[src/swc_pkg.sv]
// Purpose: shared constants and types for the standby wake-up sequencer
// Assumes: one clock at 10 MHz, synchronous active-high reset
// Notes: warm-up counts are powers of two of the oscillator-enable cycles
package swc_pkg;
   typedef enum logic [4:0] {
      SWC_RUN    = 5'h01,
      SWC_DOZE   = 5'h02,
      SWC_HALT   = 5'h04,
      SWC_STOP   = 5'h08,
      SWC_WARMUP = 5'h10
   } swc_state_t;

   // standby request codes from the core
   localparam logic [1:0] SWC_REQ_NONE = 2'h0;
   localparam logic [1:0] SWC_REQ_DOZE = 2'h1;
   localparam logic [1:0] SWC_REQ_HALT = 2'h2;
   localparam logic [1:0] SWC_REQ_STOP = 2'h3;

   // gateable peripherals in doze: adc, serial, i2c, timer a/b/c, watchdog, pulse counter
   localparam int SWC_NPERIPH = 8;
   localparam int SWC_MASK_W = 3;
   localparam int SWC_WSEL_W = 2;
   localparam int SWC_CNT_W = 17;
   // warm-up lengths 2^n oscillator cycles, indexed by warmup_time_select
   localparam logic [4:0] SWC_WUP_EXP0 = 5'h06;
   localparam logic [4:0] SWC_WUP_EXP1 = 5'h08;
   localparam logic [4:0] SWC_WUP_EXP2 = 5'h0e;
   localparam logic [4:0] SWC_WUP_EXP3 = 5'h10;

   // wake source bit positions
   localparam int SWC_SRC_NMI = 0;
   localparam int SWC_SRC_EXT = 1;
   localparam int SWC_SRC_KEY = 2;
   localparam int SWC_SRC_WDT = 3;
   localparam int SWC_SRC_TMR = 4;
   localparam int SWC_SRC_SIO = 5;
   localparam int SWC_SRC_I2C = 6;
   localparam int SWC_SRC_ADC = 7;
   localparam int SWC_NSRC = 8;
   localparam logic [SWC_NSRC-1:0] SWC_STOP_SRC_MASK = 8'h07;

   localparam logic [SWC_NSRC-1:0] SWC_SRC_ZERO = 8'h00;
   localparam logic [SWC_NPERIPH-1:0] SWC_PER_ZERO = 8'h00;
   localparam logic [SWC_NPERIPH-1:0] SWC_PER_ALL = 8'hff;
   localparam logic [SWC_CNT_W-1:0] SWC_CNT_ZERO = 17'h00000;
   localparam logic [SWC_CNT_W-1:0] SWC_CNT_ONE = 17'h00001;
endpackage : swc_pkg

[src/swc_if.sv]
// Purpose: link between standby sequencer and core/interrupt-controller end
// Assumes: single clock domain
// Notes: requests are levels held until answered
`timescale 1ns/10ps
interface swc_if;
   logic [1:0] standby_req;
   logic [swc_pkg::SWC_NPERIPH-1:0] doze_periph_enable;
   logic [swc_pkg::SWC_WSEL_W-1:0] warmup_time_select;
   logic stop_pin_drive_enable;
   logic slow_mode;
   logic [swc_pkg::SWC_MASK_W-1:0] interrupt_mask_level;
   logic [swc_pkg::SWC_NSRC-1:0] wake_src;
   logic [swc_pkg::SWC_MASK_W-1:0] wake_level;
   logic standby_ack;
   logic wake_done;
   logic wake_service;
   logic resume_slow;

   modport seq (
      input standby_req, doze_periph_enable, warmup_time_select, stop_pin_drive_enable,
      input slow_mode, interrupt_mask_level, wake_src, wake_level,
      output standby_ack, wake_done, wake_service, resume_slow
   );
   modport core (
      output standby_req, doze_periph_enable, warmup_time_select, stop_pin_drive_enable,
      output slow_mode, interrupt_mask_level, wake_src, wake_level,
      input standby_ack, wake_done, wake_service, resume_slow
   );
endinterface : swc_if

[src/swc_sequencer.sv]
// Purpose: standby sequencer gating oscillator, pll, cpu and peripheral clocks
// Assumes: core end holds standby_req until wake_done
// Notes: ram retention is outside this block; reset simply clears it all
`timescale 1ns/10ps
// Contract
// - stop halts oscillator, pll, peripherals, cpu
// - idle keeps osc and pll, cpu gated
// - doze keeps dma, irq controller, bus, ports
// - doze peripherals individually enabled, else off
// - only interrupt or reset ends standby
// - wake depends on mode and mask
// - level at or above mask runs handler
// - below mask resumes at entry, pending
// - nmi always serviced
// - reset ends standby, clears state
// - interrupt wake keeps internal state
// - stop wakes only on nmi, ext, key
// - stop wake waits for warm-up timer
// - level interrupts held until serviced
// - software blocks non-wake interrupts first
// - stop pins follow drive enable bit
// - system clock restarts after warm-up
// - stop resumes previous normal or slow
// - controls programmed before standby entry
// - normal-to-stop avoids warm-up 00, 01; core end remaps 01 to 10, but 00 still runs as 64 cycles
// - halt ignores external bus requests
// - doze grants external bus requests
// - warm-up code 01 never used
module swc_sequencer (
   input wire logic clk,
   input wire logic reset,
   swc_if.seq lnk,
   input wire logic crystal_source,
   input wire logic ext_bus_req,
   output logic osc_enable,
   output logic pll_enable,
   output logic cpu_clk_enable,
   output logic sys_clk_out_enable,
   output logic [swc_pkg::SWC_NPERIPH-1:0] periph_clk_enable,
   output logic dma_clk_enable,
   output logic irq_ctrl_clk_enable,
   output logic bus_if_enable,
   output logic ports_enable,
   output logic ext_bus_grant,
   output logic pins_hold_drive,
   output logic slow_active
);
   swc_pkg::swc_state_t state_q;
   swc_pkg::swc_state_t state_d;
   logic [swc_pkg::SWC_CNT_W-1:0] wcnt_q;
   logic [swc_pkg::SWC_CNT_W-1:0] wlimit;
   logic [swc_pkg::SWC_NSRC-1:0] eligible;
   logic wake_any;
   logic service;
   logic ack_q;
   logic done_q;
   logic serv_q;
   logic slow_q;
   logic osc_q;
   logic pll_q;
   logic cpu_q;
   logic sys_q;
   logic [swc_pkg::SWC_NPERIPH-1:0] per_q;
   logic dma_q;
   logic irq_ctrl_q;
   logic bus_q;
   logic ports_q;
   logic grant_q;
   logic pins_q;

   ////////////////////////////////////////////////////////////////////////////
   // wake qualification
   always_comb begin
      eligible = lnk.wake_src;
      if (state_q == swc_pkg::SWC_STOP) begin
         eligible = lnk.wake_src & swc_pkg::SWC_STOP_SRC_MASK;
      end
      wake_any = |eligible;
      // nmi overrides the mask; others compare request level to mask level
      service = eligible[swc_pkg::SWC_SRC_NMI] ||
                (lnk.wake_level >= lnk.interrupt_mask_level);
   end

   always_comb begin
      case (lnk.warmup_time_select)
         2'h0: wlimit = swc_pkg::SWC_CNT_ONE << swc_pkg::SWC_WUP_EXP0;
         2'h1: wlimit = swc_pkg::SWC_CNT_ONE << swc_pkg::SWC_WUP_EXP1;
         2'h2: wlimit = swc_pkg::SWC_CNT_ONE << swc_pkg::SWC_WUP_EXP2;
         default: wlimit = swc_pkg::SWC_CNT_ONE << swc_pkg::SWC_WUP_EXP3;
      endcase
   end

   ////////////////////////////////////////////////////////////////////////////
   // mode sequencing
   always_comb begin
      state_d = state_q;
      case (state_q)
         swc_pkg::SWC_RUN: begin
            // old request still shows while done is out; taking it would re-enter
            if (!done_q) begin
               case (lnk.standby_req)
                  swc_pkg::SWC_REQ_DOZE: state_d = swc_pkg::SWC_DOZE;
                  swc_pkg::SWC_REQ_HALT: state_d = swc_pkg::SWC_HALT;
                  swc_pkg::SWC_REQ_STOP: state_d = swc_pkg::SWC_STOP;
                  default: state_d = swc_pkg::SWC_RUN;
               endcase
            end
         end
         swc_pkg::SWC_DOZE, swc_pkg::SWC_HALT: begin
            if (wake_any) state_d = swc_pkg::SWC_RUN;
         end
         swc_pkg::SWC_STOP: begin
            if (wake_any) state_d = swc_pkg::SWC_WARMUP;
         end
         swc_pkg::SWC_WARMUP: begin
            if (wcnt_q >= wlimit - swc_pkg::SWC_CNT_ONE) state_d = swc_pkg::SWC_RUN;
         end
         default: state_d = swc_pkg::SWC_RUN;
      endcase
   end

   // only the state register moves; all else waits for the core
   always_ff @(posedge clk) begin
      if (reset) begin
         state_q <= swc_pkg::SWC_RUN;
      end else begin
         state_q <= state_d;
      end
   end

   // counts oscillator cycles since re-enable; also used in halt/doze never
   always_ff @(posedge clk) begin
      if (reset || state_q != swc_pkg::SWC_WARMUP) begin
         wcnt_q <= swc_pkg::SWC_CNT_ZERO;
      end else begin
         wcnt_q <= wcnt_q + swc_pkg::SWC_CNT_ONE;
      end
   end

   // handshake; service decision captured at the wake moment
   always_ff @(posedge clk) begin
      if (reset) begin
         ack_q <= 1'b0;
         done_q <= 1'b0;
         serv_q <= 1'b0;
         slow_q <= 1'b0;
      end else begin
         done_q <= 1'b0;
         if (state_q == swc_pkg::SWC_RUN && state_d != swc_pkg::SWC_RUN) begin
            ack_q <= 1'b1;
            slow_q <= lnk.slow_mode;
         end
         if (wake_any && (state_q == swc_pkg::SWC_DOZE || state_q == swc_pkg::SWC_HALT ||
                          state_q == swc_pkg::SWC_STOP)) begin
            serv_q <= service;
         end
         if (state_q != swc_pkg::SWC_RUN && state_d == swc_pkg::SWC_RUN) begin
            ack_q <= 1'b0;
            done_q <= 1'b1;
         end
      end
   end

   ////////////////////////////////////////////////////////////////////////////
   // clock and block gating, registered from the next state
   always_ff @(posedge clk) begin
      if (reset) begin
         osc_q <= 1'b0;
         pll_q <= 1'b1;
         cpu_q <= 1'b1;
         sys_q <= 1'b1;
         per_q <= swc_pkg::SWC_PER_ALL;
         dma_q <= 1'b1;
         irq_ctrl_q <= 1'b1;
         bus_q <= 1'b1;
         ports_q <= 1'b1;
         grant_q <= 1'b0;
         pins_q <= 1'b0;
      end else begin
         osc_q <= crystal_source;
         pll_q <= 1'b1;
         cpu_q <= 1'b0;
         sys_q <= 1'b1;
         per_q <= swc_pkg::SWC_PER_ZERO;
         dma_q <= 1'b0;
         irq_ctrl_q <= 1'b1;
         bus_q <= 1'b0;
         ports_q <= 1'b0;
         grant_q <= 1'b0;
         pins_q <= 1'b0;
         case (state_d)
            swc_pkg::SWC_RUN: begin
               cpu_q <= 1'b1;
               per_q <= swc_pkg::SWC_PER_ALL;
               dma_q <= 1'b1;
               bus_q <= 1'b1;
               ports_q <= 1'b1;
               grant_q <= ext_bus_req;
            end
            swc_pkg::SWC_DOZE: begin
               per_q <= lnk.doze_periph_enable;
               dma_q <= 1'b1;
               bus_q <= 1'b1;
               ports_q <= 1'b1;
               grant_q <= ext_bus_req;
            end
            swc_pkg::SWC_HALT: begin
               grant_q <= 1'b0;
            end
            swc_pkg::SWC_STOP: begin
               osc_q <= 1'b0;
               pll_q <= 1'b0;
               sys_q <= 1'b0;
               irq_ctrl_q <= 1'b0;
               pins_q <= lnk.stop_pin_drive_enable;
            end
            swc_pkg::SWC_WARMUP: begin
               // oscillator enable follows crystal_source again, everything else waits for stability
               pll_q <= 1'b0;
               sys_q <= 1'b0;
               irq_ctrl_q <= 1'b0;
               pins_q <= lnk.stop_pin_drive_enable;
            end
            default: begin
               cpu_q <= 1'b1;
            end
         endcase
      end
   end

   assign lnk.standby_ack = ack_q;
   assign lnk.wake_done = done_q;
   assign lnk.wake_service = serv_q;
   assign lnk.resume_slow = slow_q;
   assign osc_enable = osc_q;
   assign pll_enable = pll_q;
   assign cpu_clk_enable = cpu_q;
   assign sys_clk_out_enable = sys_q;
   assign periph_clk_enable = per_q;
   assign dma_clk_enable = dma_q;
   assign irq_ctrl_clk_enable = irq_ctrl_q;
   assign bus_if_enable = bus_q;
   assign ports_enable = ports_q;
   assign ext_bus_grant = grant_q;
   assign pins_hold_drive = pins_q;
   assign slow_active = slow_q;
endmodule : swc_sequencer

[src/flat_wrapper.sv]
// flat-port wrapper written by rule: the top's interface ports become plain ports
module swc_sequencer_flat 
  (clk, reset, crystal_source, ext_bus_req, osc_enable, pll_enable, cpu_clk_enable, sys_clk_out_enable, periph_clk_enable, dma_clk_enable, irq_ctrl_clk_enable, bus_if_enable, ports_enable, ext_bus_grant, pins_hold_drive, slow_active, lnk_standby_req, lnk_doze_periph_enable, lnk_warmup_time_select, lnk_stop_pin_drive_enable, lnk_slow_mode, lnk_interrupt_mask_level, lnk_wake_src, lnk_wake_level, lnk_standby_ack, lnk_wake_done, lnk_wake_service, lnk_resume_slow);
  swc_if lnk_i ();
  input wire logic clk;
  input wire logic reset;
  input wire logic crystal_source;
  input wire logic ext_bus_req;
  output logic osc_enable;
  output logic pll_enable;
  output logic cpu_clk_enable;
  output logic sys_clk_out_enable;
  output logic [swc_pkg::SWC_NPERIPH-1:0] periph_clk_enable;
  output logic dma_clk_enable;
  output logic irq_ctrl_clk_enable;
  output logic bus_if_enable;
  output logic ports_enable;
  output logic ext_bus_grant;
  output logic pins_hold_drive;
  output logic slow_active;
  input wire logic [$bits(lnk_i.standby_req)-1:0] lnk_standby_req;
  input wire logic [$bits(lnk_i.doze_periph_enable)-1:0] lnk_doze_periph_enable;
  input wire logic [$bits(lnk_i.warmup_time_select)-1:0] lnk_warmup_time_select;
  input wire logic [$bits(lnk_i.stop_pin_drive_enable)-1:0] lnk_stop_pin_drive_enable;
  input wire logic [$bits(lnk_i.slow_mode)-1:0] lnk_slow_mode;
  input wire logic [$bits(lnk_i.interrupt_mask_level)-1:0] lnk_interrupt_mask_level;
  input wire logic [$bits(lnk_i.wake_src)-1:0] lnk_wake_src;
  input wire logic [$bits(lnk_i.wake_level)-1:0] lnk_wake_level;
  output wire logic [$bits(lnk_i.standby_ack)-1:0] lnk_standby_ack;
  output wire logic [$bits(lnk_i.wake_done)-1:0] lnk_wake_done;
  output wire logic [$bits(lnk_i.wake_service)-1:0] lnk_wake_service;
  output wire logic [$bits(lnk_i.resume_slow)-1:0] lnk_resume_slow;
  assign lnk_i.standby_req = lnk_standby_req;
  assign lnk_i.doze_periph_enable = lnk_doze_periph_enable;
  assign lnk_i.warmup_time_select = lnk_warmup_time_select;
  assign lnk_i.stop_pin_drive_enable = lnk_stop_pin_drive_enable;
  assign lnk_i.slow_mode = lnk_slow_mode;
  assign lnk_i.interrupt_mask_level = lnk_interrupt_mask_level;
  assign lnk_i.wake_src = lnk_wake_src;
  assign lnk_i.wake_level = lnk_wake_level;
  assign lnk_standby_ack = lnk_i.standby_ack;
  assign lnk_wake_done = lnk_i.wake_done;
  assign lnk_wake_service = lnk_i.wake_service;
  assign lnk_resume_slow = lnk_i.resume_slow;
  swc_sequencer u_core (.clk(clk), .reset(reset), .lnk(lnk_i), .crystal_source(crystal_source), .ext_bus_req(ext_bus_req), .osc_enable(osc_enable), .pll_enable(pll_enable), .cpu_clk_enable(cpu_clk_enable), .sys_clk_out_enable(sys_clk_out_enable), .periph_clk_enable(periph_clk_enable), .dma_clk_enable(dma_clk_enable), .irq_ctrl_clk_enable(irq_ctrl_clk_enable), .bus_if_enable(bus_if_enable), .ports_enable(ports_enable), .ext_bus_grant(ext_bus_grant), .pins_hold_drive(pins_hold_drive), .slow_active(slow_active));
endmodule
[config.mk]
export PLATFORM = sky130hd
export DESIGN_NAME = swc_sequencer_flat
export DESIGN_NICKNAME = d
export VERILOG_FILES = /design/src/swc_pkg.sv /design/src/swc_if.sv /design/src/swc_sequencer.sv /design/src/flat_wrapper.sv
export SDC_FILE = /design/constraint.sdc
export NUM_CORES = 1
export LEC_CHECK = 0
export ABC_AREA = 1
export BUFFER_PORTS_ARGS = -buffer_cell sky130_fd_sc_hd__buf_2
export CAP_MARGIN = 20
export CORE_UTILIZATION = 57
export DETAILED_ROUTE_END_ITERATION = 12
export PLACE_DENSITY = 0.85
export REMOVE_ABC_BUFFERS = 1
export SYNTH_ARGS = -nofsm -noshare
export SYNTH_HDL_FRONTEND = slang
export SYNTH_SLANG_ARGS = --single-unit
[constraint.sdc]
create_clock -name clk -period 5.35 [get_ports clk]
set_input_delay 0 -clock clk [delete_from_list [all_inputs] [get_ports clk]]
set_output_delay 0 -clock clk [all_outputs]
set_load 0.1 [all_outputs]
==> summary.md <==
| Metric | Value |
|---|---|
| Layout cells sized above 1 | 26.8% |
| Leading area contributor after synthesis | dfxtp_1 |
| Async set-reset flop share out of synthesis | 0% |
| Post-synth cell types | 32 |
| Crit path arrival time | between 2 and 2.5 ns |
| Post-synth EDFFs | 0 |
| Die area | about 4200 sq um |
| Syn Inst Count | about 300 |
| First-pass GRT wire length | just under 8 mm |
| Initial antenna violation count | 0 |
| Fmax | around 500 MHz |
| Largest net degree at the start of global routing | 18 |
| Maximum vdd ir drop | roughly 0.00048 V |
| Initial core utilization | about three fifths |
| Vias per cell | between 4 and 5 |
| H-tree level count | 2 |
| Post-Route WL | ~4.8 mm |
| Slew margin rel. | approximately three fifths |
| Ys Warns | 0 |
| CP bufs+invs | 0 |
| Core ar. | between 3000 and 4000 sq um |
| Area growth, synth to finish | 21.5% |
| Worst skew pair latency | roughly 0.30 ns |
| Worst setup EP type | flip-flop |
| Worst-case clock skew | roughly 0.0073 ns |
| FP Rows | 22 |
| Reg clk slew, reported paths | roughly 0.090 ns |
| Max cap viols | 0 |
| Antenna diodes | 0 |
| Lkg Pwr | roughly 1.2 nW |
| CTS root buffer | clkbuf_8 |
| Vias in the first global route | between 1,500 and 2,000 |
| I/O pin count | 55 |
| PwrDens | approximately 500 nW/um^2 |
| Setup TNS | 0 ns |
| CP Launch Type | flip-flop |
| Port bufs | 54 |
| CTS tree | yes |
| Clock net sink count | 40 |
| Die Wd | roughly 65 um |
| Num CTS Buffers | 5 |
| DR vias | between 2,000 and 2,500 |
| Top-area cell type share of the netlist area | ~36% |
| Synthesized cell area | ~2200 sq um |
| # setup viols final | 0 |
| Minimum clock period | a little under 2 ns |
| Nets | 413 |
| Seq/Total Area, Yosys | between 30% and 40% |
| Top_reg_cell synth | dfxtp_1 |
| Cell chain of the critical path | ha_1, nand3_1, nand3b_1, nor2_1, nor2_1, nand2_1, nand2_2, nand2_2, nor2_4, nand2_1 |
| #FFs+latches synth | 40 |
| CTS max path bufs | 2 |
| Routed wire per std cell | 11.5 um |
| Hold Path Class | input port to flip-flop |
| CP peak stage delay | roughly 0.51 ns |
| Status | completed |
| Max Slew Vio Count | 0 |
| DP HPWL | approximately 3.5 mm |
| Unrepaired setup endpoints after global routing | no |
| Gr usage total | around a quarter |
| Die height | between 60 and 70 um |
| Critical-path top delay cell | dfxtp_1 |
| Tightest Pin Transition | just over 0.6 ns |
| Ranking of synthesized cells by area | dfxtp_1, nand2_1, ha_1, inv_1, nor2_1 |
| Antenna viol nets, final | 0 |
| CP max FO | 11 |
| Final hold viol count | 0 |
| CP Class | flip-flop to flip-flop |
| Final core occ | between 70 and 80% |
| Worst Path Required | between 5 and 6 ns |
| Syn Area/Cell | around 7.4 sq um |
| Post-CTS sizing | 0 |
| Grt ovf | 0 |
| Final period utilization | between 30% and 40% |
| Top delay family on crit path | simple AND/OR/NAND/NOR gates |
| DR iter-0 viols | 76 |
| Placer Congestion | roughly 0.84 |
| DR DRC count | 0 |
| DR pass1 iterations | 4 |
## report_power, final
group / internal, mW / leakage [nW] / total (mW) / switching [mW]
registers: 0.354 / 0.327 / 0.383 / 0.0296
logic: 0.141 / 0.865 / 0.744 / 0.603
clock network: 0.138 / 0.0541 / 0.251 / 0.113
## logic make-up after synthesis
kind of cell	synth area share [%]
XOR/XNOR	0.393
adder cells (fa/ha/maj)	8.98
flip-flops	35.9
other	0.168
buffers and inverters	10.8
AND/OR/NAND/NOR	34.9
AO/OA/AOI/OAI	8.76
## Yosys cell counts, types with 5 or more instances
cell type / count
buf_4: 5
a21oi_1: 17
nor2_2: 6
nand2_1: 57
dfxtp_1: 40
nor2_1: 28
nand2_2: 15
inv_1: 43
nand3_1: 16
o21ai_0: 10
nor3_1: 8
ha_1: 16
## path summary, 6_finish.rpt
check                    startpoint                      to  depth (start not counted)  slack [ns]
max reg2reg        u_core.wcnt_q[7]    u_core.bus_if_enable                         10        3.38
min reg2reg  u_core.lnk.standby_ack  u_core.lnk.standby_ack                          2        0.45
min                           reset       u_core.state_q[3]                          2        0.02
max                u_core.wcnt_q[7]    u_core.bus_if_enable                         10        3.38
## worst reg2reg max path: cells and delay by family, from the launching register on
kind | cells | cell delay [ns]
adder cells (fa/ha/maj) | 1 | 0.31
flip-flops | 1 | 0.51
AND/OR/NAND/NOR | 9 | 1.03
## stage by stage
| stage | setup WS, ns | cell area, sq um | cells | total power, mW | hold WS, ns |
|---|---|---|---|---|---|
| floorplan | 3.15 | 2160 | 293 | 1.01 | 0.0691 |
| global placement | 3.26 | 2490 | 395 | 1.10 | 0.207 |
| detailed placement | 3.17 | 2490 | 395 | 1.12 | 0.213 |
| CTS | 3.37 | 2710 | 414 | 1.37 | 0.0216 |
| global route | 3.16 | 2710 | 414 | 1.44 | 0.0286 |
| finish | 3.38 | 2710 | 414 | 1.38 | 0.0235 |
## area by class of cell
| class | count | area, sq um |
|---|---|---|
| clock inverters | 3 | 42.5 |
| flip-flops and latches | 40 | 801 |
| clock buffers | 5 | 68.8 |
| fillers | 295 | 1010 |
| multi-input cells | 208 | 1190 |
| inverters | 45 | 169 |
| well taps | 48 | 60.1 |
| repair buffers | 65 | 380 |
## cell usage in the layout, fill, tap and decap left out, drive strengths merged, types with 5 or more instances in the layout
master	synthesis	layout
dfxtp	40	40
dlygate4sd3	0	11
nand3	18	18
a21oi	17	17
o21ai	11	11
nor3	10	10
buf	7	54
ha	16	16
nand2	72	72
nor2	38	38
inv	45	45
clkbuf	1	5
## registers in the layout, summed over array words and instances (netlist names)
register and count:
u_core.wcnt_q 17, u_core.periph_clk_enable 8, u_core.state_q 5, u_core.bus_if_enable 1, u_core.cpu_clk_enable 1, u_core.ext_bus_grant 1
u_core.irq_ctrl_clk_enable 1, u_core.lnk.resume_slow 1, u_core.lnk.standby_ack 1, u_core.lnk.wake_done 1, u_core.lnk.wake_service 1, u_core.osc_enable 1
u_core.pins_hold_drive 1
## layer usage
layer,vias to the layer above,GRT usage [%],share of wire [%],wire (um)
li1,1087,-,-,-
met1,919,25.5,41,1970
met2,39,46.3,53,2540
met3,12,5.11,3.4,162
met4,0,10.0,2.3,109
met5,-,0,0,0
## timing repair
action	CTS	global route
hold buffers	11	0
endpoints found under the hold margin	11	0
setup buffers	0	0
Note: power is estimated with default switching activity, not from simulation.
